--- src/common/ddu_defines.svh ---
// constants for the decode and dispatch unit: modR/M fields, latencies, register indices
`ifndef DDU_DEFINES_SVH
`define DDU_DEFINES_SVH
`define DDU_MODE_HI 7
`define DDU_MODE_LO 6
`define DDU_MODE_REG 2'h3
`define DDU_REG_HI 5
`define DDU_REG_LO 3
`define DDU_RM_HI 2
`define DDU_RM_LO 0
`define DDU_MEDIA_BASE 5'h08
`define DDU_TEMP_REG 5'h10
`define DDU_NREG 32
`define DDU_LAT_ALU 2'h1
`define DDU_LAT_MUL 2'h2
`define DDU_LAT_MUL_STALL 2'h3
`define DDU_LAT_LOAD 2'h3
`define DDU_CHAIN_LOAD 3'h2
`define DDU_CHAIN_STORE 3'h1
`define DDU_WIN_DEFAULT 4
`endif

--- src/common/ddu_pkg.sv ---
// types shared by the decode and dispatch unit and its bench
package ddu_pkg;
  typedef enum logic [1:0] {DDU_SHORT, DDU_LONG, DDU_VECTOR} ddu_class_e;
  typedef enum logic [2:0] {
    DDU_K_INT, DDU_K_MEDIA, DDU_K_MMUL, DDU_K_EMPTY, DDU_K_FEMPTY,
    DDU_K_BRANCH, DDU_K_FLOAT, DDU_K_LIMM
  } ddu_kind_e;
  typedef enum logic [2:0] {
    DDU_U_LOAD, DDU_U_STORE, DDU_U_X, DDU_U_XY, DDU_U_BRANCH, DDU_U_FLOAT,
    DDU_U_CTRL, DDU_U_VEC
  } ddu_unit_e;
  typedef logic [4:0] ddu_reg_t;
  typedef struct packed {
    logic valid;
    ddu_class_e cls;
    ddu_kind_e kind;
    logic has_load;
    logic has_store;
    logic x_only;
    logic reg_in_opc;
    logic split;
    logic [2:0] opc_reg;
    logic [7:0] modrm;
  } ddu_instr_s;
  typedef struct packed {
    logic [7:0] units;
    logic [2:0] lat;
  } ddu_chain_s;
  typedef struct packed {
    logic valid;
    ddu_class_e cls;
    logic mem_form;
    ddu_reg_t first;
    ddu_reg_t second;
    ddu_chain_s c0;
    ddu_chain_s c1;
  } ddu_trans_s;
  typedef struct packed {
    logic valid;
    ddu_reg_t dest;
    logic mul;
    logic stall_e1;
  } ddu_exec_s;
  typedef struct packed {
    logic valid;
    logic busy;
    logic x_only;
    logic mul;
    ddu_reg_t dst;
    ddu_reg_t sa;
    ddu_reg_t sb;
  } ddu_rop_s;
  typedef struct packed {
    logic rop;
    logic ld;
    logic st;
    logic xo;
    logic mul;
    logic br;
    logic fp;
    logic limm;
    ddu_class_e cls;
    ddu_reg_t dst;
    ddu_reg_t sb;
    ddu_reg_t ld_dst;
    ddu_trans_s tr;
  } ddu_dec_s;
endpackage : ddu_pkg

--- src/design/ddu_decode_dispatch.sv ---
// decode, issue window, operand fetch and dispatch for two register units
`timescale 1ns/100ps
`include "ddu_defines.svh"
module ddu_decode_dispatch import ddu_pkg::*; #(
  parameter int WIN = `DDU_WIN_DEFAULT
) (
  // clock and reset
  input wire logic CLK,
  input wire logic RST_N,
  // fetch side
  input wire ddu_instr_s FETCH_SLOT0,
  input wire ddu_instr_s FETCH_SLOT1,
  output logic [1:0] DECODE_TAKE,
  // translation records
  output ddu_trans_s TRANS0,
  output ddu_trans_s TRANS1,
  // execution units
  output ddu_exec_s LOAD_EXEC,
  output ddu_exec_s EXEC_X,
  output ddu_exec_s EXEC_Y,
  output ddu_exec_s STQ_ALLOC,
  output logic BRANCH_GO,
  output logic FLOAT_GO,
  output logic LIMM_DONE
);
  localparam int IW = (WIN > 1) ? $clog2(WIN) : 1;

  initial begin
    if (WIN < 2 || WIN > 16) begin
      $error("WIN must lie in 2..16");
    end
  end

  ////////////////////////////////////////////////////////////////////////////
  // reset release
  logic rst_s1_q;
  logic rst_n_q;
  always_ff @(posedge CLK or negedge RST_N) begin
    if (!RST_N) begin
      rst_s1_q <= 1'b0;
      rst_n_q <= 1'b0;
    end else begin
      rst_s1_q <= 1'b1;
      rst_n_q <= rst_s1_q;
    end
  end

  ////////////////////////////////////////////////////////////////////////////
  // instruction classification and operand extraction
  function automatic ddu_dec_s decode(input ddu_instr_s i);
    ddu_dec_s d;
    logic med;
    logic mem;
    ddu_reg_t base;
    d = '0;
    med = (i.kind == DDU_K_MEDIA) || (i.kind == DDU_K_MMUL);
    base = med ? `DDU_MEDIA_BASE : 5'h00;
    mem = i.modrm[`DDU_MODE_HI:`DDU_MODE_LO] != `DDU_MODE_REG;
    if (med) begin
      d.cls = DDU_SHORT;
    end else if (i.kind == DDU_K_EMPTY || i.kind == DDU_K_FEMPTY) begin
      d.cls = DDU_VECTOR;
    end else begin
      d.cls = i.cls;
    end
    d.rop = med || (i.kind == DDU_K_INT);
    d.mul = i.kind == DDU_K_MMUL;
    d.xo = i.x_only && (i.kind == DDU_K_INT);
    d.ld = i.has_load && mem;
    d.st = i.has_store && mem;
    d.br = i.kind == DDU_K_BRANCH;
    d.fp = i.kind == DDU_K_FLOAT;
    d.limm = i.kind == DDU_K_LIMM;
    if (i.reg_in_opc && !med) begin
      d.dst = {2'h0, i.opc_reg};
    end else begin
      d.dst = base | {2'h0, i.modrm[`DDU_REG_HI:`DDU_REG_LO]};
    end
    // memory form reads the loaded value from the temporary register
    d.sb = mem ? `DDU_TEMP_REG : (base | {2'h0, i.modrm[`DDU_RM_HI:`DDU_RM_LO]});
    d.ld_dst = d.rop ? `DDU_TEMP_REG : d.dst;
    d.tr.valid = i.valid;
    d.tr.cls = d.cls;
    d.tr.mem_form = mem;
    d.tr.first = d.dst;
    d.tr.second = d.sb;
    if (d.ld) begin
      d.tr.c0.units[DDU_U_LOAD] = 1'b1;
      d.tr.c0.lat = `DDU_CHAIN_LOAD;
    end
    if (d.rop) begin
      d.tr.c0.units[d.xo ? DDU_U_X : DDU_U_XY] = 1'b1;
      d.tr.c0.lat = d.tr.c0.lat + {1'b0, d.mul ? `DDU_LAT_MUL : `DDU_LAT_ALU};
    end
    d.tr.c0.units[DDU_U_BRANCH] = d.br;
    d.tr.c0.units[DDU_U_FLOAT] = d.fp;
    d.tr.c0.units[DDU_U_CTRL] = d.limm;
    d.tr.c0.units[DDU_U_VEC] = d.cls == DDU_VECTOR;
    if (d.st && i.split) begin
      d.tr.c1.units[DDU_U_STORE] = 1'b1;
      d.tr.c1.lat = `DDU_CHAIN_STORE;
    end else if (d.st) begin
      d.tr.c0.units[DDU_U_STORE] = 1'b1;
      d.tr.c0.lat = d.tr.c0.lat + `DDU_CHAIN_STORE;
    end
    return d;
  endfunction : decode

  ddu_dec_s d0;
  ddu_dec_s d1;
  assign d0 = decode(FETCH_SLOT0);
  assign d1 = decode(FETCH_SLOT1);

  ////////////////////////////////////////////////////////////////////////////
  // state
  ddu_rop_s win_q [WIN];
  logic [`DDU_NREG-1:0] pend_q;
  logic [1:0] cnt_q [`DDU_NREG];
  logic ofx_v_q;
  logic ofy_v_q;
  logic [IW-1:0] ofx_i_q;
  logic [IW-1:0] ofy_i_q;
  ddu_exec_s ld_i_q;
  ddu_exec_s st_q;

  ////////////////////////////////////////////////////////////////////////////
  // decode acceptance
  logic [IW-1:0] f0;
  logic [IW-1:0] f1;
  logic h0;
  logic h1;
  always_comb begin
    f0 = '0;
    f1 = '0;
    h0 = 1'b0;
    h1 = 1'b0;
    for (int i = 0; i < WIN; i++) begin
      if (!win_q[i].valid && !h0) begin
        f0 = IW'(i);
        h0 = 1'b1;
      end else if (!win_q[i].valid && !h1) begin
        f1 = IW'(i);
        h1 = 1'b1;
      end
    end
  end

  logic take0;
  logic take1;
  assign take0 = FETCH_SLOT0.valid && (!d0.rop || h0) && (!d0.st || !st_q.valid);
  // pairing only between two short decodes, never across classes
  assign take1 = take0 && FETCH_SLOT1.valid && d0.cls == DDU_SHORT && d1.cls == DDU_SHORT
    && !(d0.ld && d1.ld) && !(d1.st && (d0.st || st_q.valid))
    && (!d1.rop || (d0.rop ? h1 : h0));
  assign DECODE_TAKE = {take1, take0};

  logic a0;
  logic a1;
  logic [IW-1:0] a1_idx;
  assign a0 = take0 && d0.rop;
  assign a1 = take1 && d1.rop;
  assign a1_idx = a0 ? f1 : f0;

  ////////////////////////////////////////////////////////////////////////////
  // issue selection: lowest-numbered slot first, at most two per cycle
  logic sx_v;
  logic sy_v;
  logic [IW-1:0] sx_i;
  logic [IW-1:0] sy_i;
  always_comb begin
    sx_v = 1'b0;
    sy_v = 1'b0;
    sx_i = '0;
    sy_i = '0;
    for (int i = 0; i < WIN; i++) begin
      // bumped entries rejoin as ordinary candidates, picked by slot number alone; readiness is not checked here
      if (win_q[i].valid && !win_q[i].busy) begin
        if (win_q[i].x_only) begin
          if (!sx_v) begin
            sx_v = 1'b1;
            sx_i = IW'(i);
          end
        end else if (!sx_v) begin
          sx_v = 1'b1;
          sx_i = IW'(i);
        end else if (!sy_v) begin
          sy_v = 1'b1;
          sy_i = IW'(i);
        end
      end
    end
  end

  ////////////////////////////////////////////////////////////////////////////
  // operand fetch check
  logic [`DDU_NREG-1:0] rdy;
  always_comb begin
    for (int r = 0; r < `DDU_NREG; r++) begin
      rdy[r] = !pend_q[r] && cnt_q[r] <= 2'h1;
    end
  end

  ddu_rop_s ox;
  ddu_rop_s oy;
  logic acc_x;
  logic acc_y;
  logic both_mul;
  assign ox = win_q[ofx_i_q];
  assign oy = win_q[ofy_i_q];
  // an op's own pend bit must not block it when it also reads its destination
  assign acc_x = ofx_v_q
    && (rdy[ox.sa] || (ox.sa == ox.dst && cnt_q[ox.sa] <= 2'h1))
    && (rdy[ox.sb] || (ox.sb == ox.dst && cnt_q[ox.sb] <= 2'h1));
  // the Y op never takes a result that X produces in the same cycle
  assign acc_y = ofy_v_q
    && (rdy[oy.sa] || (oy.sa == oy.dst && cnt_q[oy.sa] <= 2'h1))
    && (rdy[oy.sb] || (oy.sb == oy.dst && cnt_q[oy.sb] <= 2'h1))
    && !(acc_x && (ox.dst == oy.sa || ox.dst == oy.sb));
  assign both_mul = acc_x && acc_y && ox.mul && oy.mul;

  ////////////////////////////////////////////////////////////////////////////
  // window entries
  always_ff @(posedge CLK or negedge rst_n_q) begin
    if (!rst_n_q) begin
      for (int i = 0; i < WIN; i++) begin
        win_q[i] <= '0;
      end
    end else begin
      for (int i = 0; i < WIN; i++) begin
        if (a0 && f0 == IW'(i)) begin
          win_q[i] <= '{1'b1, 1'b0, d0.xo, d0.mul, d0.dst, d0.dst, d0.sb};
        end else if (a1 && a1_idx == IW'(i)) begin
          win_q[i] <= '{1'b1, 1'b0, d1.xo, d1.mul, d1.dst, d1.dst, d1.sb};
        end else if ((acc_x && ofx_i_q == IW'(i)) || (acc_y && ofy_i_q == IW'(i))) begin
          win_q[i].valid <= 1'b0;
        end else if ((ofx_v_q && ofx_i_q == IW'(i)) || (ofy_v_q && ofy_i_q == IW'(i))) begin
          win_q[i].busy <= 1'b0;
        end else if ((sx_v && sx_i == IW'(i)) || (sy_v && sy_i == IW'(i))) begin
          win_q[i].busy <= 1'b1;
        end
      end
    end
  end

  // issue to operand fetch, one clock per stage
  always_ff @(posedge CLK or negedge rst_n_q) begin
    if (!rst_n_q) begin
      ofx_v_q <= 1'b0;
      ofy_v_q <= 1'b0;
      ofx_i_q <= '0;
      ofy_i_q <= '0;
    end else begin
      ofx_v_q <= sx_v;
      ofy_v_q <= sy_v;
      ofx_i_q <= sx_i;
      ofy_i_q <= sy_i;
    end
  end

  ////////////////////////////////////////////////////////////////////////////
  // scoreboard: pending writers and cycles until bypass
  // limitation: two in-flight writers of one register share a single pend bit
  always_ff @(posedge CLK or negedge rst_n_q) begin
    if (!rst_n_q) begin
      pend_q <= '0;
    end else begin
      for (int r = 0; r < `DDU_NREG; r++) begin
        if ((a0 && d0.dst == 5'(r)) || (a1 && d1.dst == 5'(r))
            || (take0 && d0.ld && d0.ld_dst == 5'(r))
            || (take1 && d1.ld && d1.ld_dst == 5'(r))) begin
          pend_q[r] <= 1'b1;
        end else if ((acc_x && ox.dst == 5'(r)) || (acc_y && oy.dst == 5'(r))
                     || (ld_i_q.valid && ld_i_q.dest == 5'(r))) begin
          pend_q[r] <= 1'b0;
        end
      end
    end
  end

  always_ff @(posedge CLK or negedge rst_n_q) begin
    if (!rst_n_q) begin
      for (int r = 0; r < `DDU_NREG; r++) begin
        cnt_q[r] <= 2'h0;
      end
    end else begin
      for (int r = 0; r < `DDU_NREG; r++) begin
        if (acc_y && oy.dst == 5'(r)) begin
          cnt_q[r] <= !oy.mul ? `DDU_LAT_ALU : (both_mul ? `DDU_LAT_MUL_STALL : `DDU_LAT_MUL);
        end else if (acc_x && ox.dst == 5'(r)) begin
          cnt_q[r] <= ox.mul ? `DDU_LAT_MUL : `DDU_LAT_ALU;
        end else if (ld_i_q.valid && ld_i_q.dest == 5'(r)) begin
          cnt_q[r] <= `DDU_LAT_LOAD;
        end else if (cnt_q[r] != 2'h0) begin
          cnt_q[r] <= cnt_q[r] - 2'h1;
        end
      end
    end
  end

  ////////////////////////////////////////////////////////////////////////////
  // register unit results
  always_ff @(posedge CLK or negedge rst_n_q) begin
    if (!rst_n_q) begin
      EXEC_X <= '0;
      EXEC_Y <= '0;
    end else begin
      EXEC_X <= '{acc_x, ox.dst, ox.mul, 1'b0};
      EXEC_Y <= '{acc_y, oy.dst, oy.mul, both_mul};
    end
  end

  ////////////////////////////////////////////////////////////////////////////
  // load unit path: issue then operand fetch, one load per clock
  always_ff @(posedge CLK or negedge rst_n_q) begin
    if (!rst_n_q) begin
      ld_i_q <= '0;
      LOAD_EXEC <= '0;
    end else begin
      if (take0 && d0.ld) begin
        ld_i_q <= '{1'b1, d0.ld_dst, 1'b0, 1'b0};
      end else if (take1 && d1.ld) begin
        ld_i_q <= '{1'b1, d1.ld_dst, 1'b0, 1'b0};
      end else begin
        ld_i_q <= '0;
      end
      LOAD_EXEC <= ld_i_q;
    end
  end

  ////////////////////////////////////////////////////////////////////////////
  // store unit: completion held until the data register is bypassable
  logic st_done;
  assign st_done = st_q.valid && rdy[st_q.dest];
  always_ff @(posedge CLK or negedge rst_n_q) begin
    if (!rst_n_q) begin
      st_q <= '0;
      STQ_ALLOC <= '0;
    end else begin
      if (take0 && d0.st) begin
        st_q <= '{1'b1, d0.dst, d0.mul, 1'b0};
      end else if (take1 && d1.st) begin
        st_q <= '{1'b1, d1.dst, d1.mul, 1'b0};
      end else if (st_done) begin
        st_q <= '0;
      end
      // data goes straight into a freshly allocated queue entry
      STQ_ALLOC <= st_done ? st_q : '0;
    end
  end

  ////////////////////////////////////////////////////////////////////////////
  // other dispatch and translation records
  always_ff @(posedge CLK or negedge rst_n_q) begin
    if (!rst_n_q) begin
      BRANCH_GO <= 1'b0;
      FLOAT_GO <= 1'b0;
      LIMM_DONE <= 1'b0;
    end else begin
      BRANCH_GO <= (take0 && d0.br) || (take1 && d1.br);
      FLOAT_GO <= (take0 && d0.fp) || (take1 && d1.fp);
      // load-immediate finishes in control, no unit is occupied
      LIMM_DONE <= (take0 && d0.limm) || (take1 && d1.limm);
    end
  end

  always_ff @(posedge CLK or negedge rst_n_q) begin
    if (!rst_n_q) begin
      TRANS0 <= '0;
      TRANS1 <= '0;
    end else begin
      TRANS0 <= take0 ? d0.tr : '0;
      TRANS1 <= take1 ? d1.tr : '0;
    end
  end

endmodule : ddu_decode_dispatch

--- config.mk ---
export PLATFORM = sky130hd
export DESIGN_NAME = ddu_decode_dispatch
export DESIGN_NICKNAME = d
export VERILOG_FILES = /design/src/common/ddu_pkg.sv /design/src/design/ddu_decode_dispatch.sv
export VERILOG_INCLUDE_DIRS = /design/src /design/src/common
export SDC_FILE = /design/constraint.sdc
export NUM_CORES = 1
export LEC_CHECK = 0
export BUFFER_PORTS_ARGS = -buffer_cell sky130_fd_sc_hd__buf_2
export CORE_ASPECT_RATIO = 1.5
export CORE_MARGIN = 8
export CORE_UTILIZATION = 52
export DETAILED_ROUTE_END_ITERATION = 12
export GPL_TIMING_DRIVEN = 0
export PLACE_DENSITY_LB_ADDON = 0.25
export SYNTH_ARGS = -nofsm -noshare
export SYNTH_HDL_FRONTEND = slang
export SYNTH_SLANG_ARGS = --single-unit
--- constraint.sdc ---
create_clock -name CLK -period 8.7 [get_ports CLK]
set_clock_uncertainty 0.05 [all_clocks]
set_input_delay 0.435 -clock CLK [delete_from_list [all_inputs] [get_ports CLK]]
set_output_delay 0.435 -clock CLK [all_outputs]
set_load 0.01 [all_outputs]
==> flow_summary.json <==
{
  "first_iter_violations": 964,
  "postCtsSetupBuffers": 0,
  "yosysUniqueCellTypes": 83,
  "fin_area_um2": 17500,
  "wirelength_um": 52100,
  "slowest_stage": "clkbuf_1",
  "synth_ff_type": "dfrtp_1",
  "dr.pass1.iters": 5,
  "critPathBufInv": 5,
  "path_delay_family": "buffers and inverters",
  "dpl.hpwl_um": 40500,
  "p_leak_nw": 8.35,
  "cts_max_level": 1,
  "worst_slew_pin_slew_ps": 1210,
  "p_per_area_nw_per_um2": 391,
  "grt_pass1_vias": 13500,
  "crit_required_ps": 9080,
  "antenna_found_initial": 0,
  "synth_compound_area_frac": 0.123,
  "reg2reg_to": "cnt_q[63]",
  "pin_count": 155,
  "cp.depth": 13,
  "period_needed_ps": 4340,
  "syn_inst": 1582,
  "cts_resized": 0,
  "synth_edf_count": 0,
  "start_util": 0.525,
  "grt_pass1_wl_um": 79100,
  "maxSlewHeadroom": 0.184,
  "cp_max_fo": 10,
  "critPathKind": "reg2reg",
  "peakVddDrop_mv": 0.183,
  "endpoint_kind": "flip-flop",
  "synth_top_family_by_area": "simple AND/OR/NAND/NOR gates",
  "crit_start": "ofx_i_q[1]",
  "post_drt_wl_per_cell_um": 23.9,
  "cts_tree": "done",
  "slowest_delay_ps": 540,
  "setup_viol": 0,
  "fmax_mhz": 230,
  "io_buffers": 126,
  "fin_nets": 1884,
  "status": "complete, no violations",
  "clkTransAtPathRegs_ps": 60,
  "rows": 77,
  "max-clock-path-buffers": 3,
  "synth_xor_area_frac": 0.0296,
  "final_max_slew_viol_count": 0,
  "synth_simple_gate_area_frac": 0.164,
  "hold_viol_final": 0,
  "core_um2": 29300,
  "final.setup.tns_ps": 0,
  "cts_root_buf": "clkbuf_16",
  "diodes": 0,
  "rsz0062_at_grt": "no",
  "gp_congestion": 1.02,
  "viasPerCell": 5.89,
  "synth_area_um2": 15400,
  "worstPathArrival_ps": 4720,
  "maxCapViolCount": 0,
  "cts_buffers": 25,
  "vias": 12900,
  "final_min_period_over_clock_period": 0.499,
  "area_growth_syn_to_layout_pct": 13.7,
  "r2r_start": "ofx_i_q[1]",
  "ant_nets": 0,
  "holdCritPathClass": "in2reg",
  "startpoint_type": "flip-flop",
  "whs_ps": 23.2,
  "grt-ovfl-total": 0,
  "final_cell_mix": "dfrtp_1, nand2_1, buf_2",
  "die_area_um2": 35400,
  "layout_commonest_cell": "dfrtp_1",
  "cp-endpoint": "cnt_q[63]",
  "die_y_um": 227,
  "synth_fa_ha_area_frac": 0.0560,
  "grt_max_degree": 68,
  "r2r_setup_slack_ps": 4360,
  "postSynth.asyncResetShare": 1.00,
  "ys_warn_count": 0,
  "postSynthAreaPerCell_um2": 9.71,
  "insertion_delay_ps": 550,
  "synthMuxAreaShare": 0.162,
  "ff2ff_path_depth": 13,
  "fp.dieW_um": 156,
  "drc": 0,
  "grt_usage": 0.296,
  "yosysSeqAreaShare": 0.396,
  "placed_cell_area_um2": 16700,
  "cts_num_sinks": 243,
  "yosys_register_bits": 243,
  "crit_chain": "clkbuf_1, mux4_2, buf_2, clkbuf_1, nand2_1, o22ai_1, a21boi_0, a32oi_1, nand2_1, inv_1, buf_2, a32oi_1, mux2_2",
  "layout-drive-gt1-share": 0.194
}
## worst min path at each step
stage,to,slack (ps),cells after the start,startpoint
6_report,TRANS1[15],20,2,FETCH_SLOT1[11]
5_1_grt,TRANS1[15],10,2,FETCH_SLOT1[11]
4_1_cts,TRANS1[15],7,2,FETCH_SLOT1[11]
3_5_place_dp,rst_n_q,170,1,RST_N
3_3_place_gp,rst_s1_q,170,1,RST_N
2_1_floorplan,rst_n_q,90,0,RST_N
## registers in the layout (all words and copies together), names as in the netlist, 2 cells and up
name and flops:
EXEC_X 6, EXEC_Y 7, LOAD_EXEC 6, STQ_ALLOC 6, TRANS0 24, TRANS1 24
cnt_q 64, ld_i_q 6, ofx_i_q 2, ofy_i_q 2, pend_q 32, st_q 6
win_q 51
## area by class of cell
| type | instances | area [um2] |
|---|---|---|
| buffer | 103 | 618 |
| clock buffer | 35 | 713 |
| clock inverter | 9 | 53.8 |
| fill | 2629 | 11800 |
| inverter | 120 | 450 |
| multi-input combinational | 1146 | 8330 |
| sequential | 243 | 6080 |
| tap | 395 | 494 |
| timing repair buffer | 131 | 733 |
## per-stage QoR
stage | total power [W] | std cells | setup slack [ps] | util
after global placement | 0.00562 | 2133 | -1460 | 0.567
final | 0.00683 | 2182 | 4360 | 0.597
after detailed placement | 0.00573 | 2136 | 4510 | 0.570
after floorplan | 0.00449 | 1612 | 1380 | -
after global routing | 0.00722 | 2182 | 4270 | 0.597
after CTS | 0.00678 | 2182 | 4490 | 0.597
## Yosys cell counts (all sizes together), types with 12 or more instances
master,instances,area [um2]
a211oi,13,97.6
a21oi,45,225
and2,38,238
and3,15,93.8
buf,68,487
clkbuf,35,131
dfrtp,243,6080
ha,68,851
inv,119,447
mux2,44,495
mux2i,125,1250
mux4,33,743
nand2,185,694
nand2b,22,138
nand3,27,135
nand4,12,75.1
nor2,117,442
nor2b,24,150
nor3,41,323
o211ai,15,113
o21ai,80,404
o22ai,13,81.3
xnor2,19,166
xor2,33,289
## layer usage
metal | up-vias | GRT usage | part of all wire
li1 | 5869 | - | -
met1 | 6268 | 0.321 | 0.36
met2 | 515 | 0.522 | 0.51
met3 | 200 | 0.0467 | 0.060
met4 | 0 | 0.200 | 0.072
met5 | - | 0 | 0
## cells by family after synthesis
logic type | Yosys count
AND/OR/NAND/NOR | 515
AO/OA/AOI/OAI | 276
flip-flops | 243
buffers and inverters | 223
multiplexers | 202
adder cells (fa/ha/maj) | 69
XOR/XNOR | 52
other | 2
## timing repair
item                                    4_1_cts  5_1_grt
hold buffers                                  2        0
endpoints found under the setup margin        0        0
endpoints found under the hold margin         3        0
## report_power, final
group          switching, W  total, W  internal, W  leakage (nW)
logic               0.00239   0.00392      0.00153          4.91
clock network      0.000468   0.00104     0.000571         0.378
registers          0.000363   0.00187      0.00151          3.06
total               0.00322   0.00683      0.00360          8.35
## worst reg2reg max path: stages (launching register included)
cell and delay (ps):
dfrtp_1 320, clkbuf_1 320, mux4_2 400, buf_2 380
clkbuf_1 540, nand2_1 180, o22ai_1 190, a21boi_0 200
a32oi_1 330, nand2_1 250, inv_1 260, buf_2 350
a32oi_1 150, mux2_2 320
Note: power is estimated with default switching activity, not from simulation.
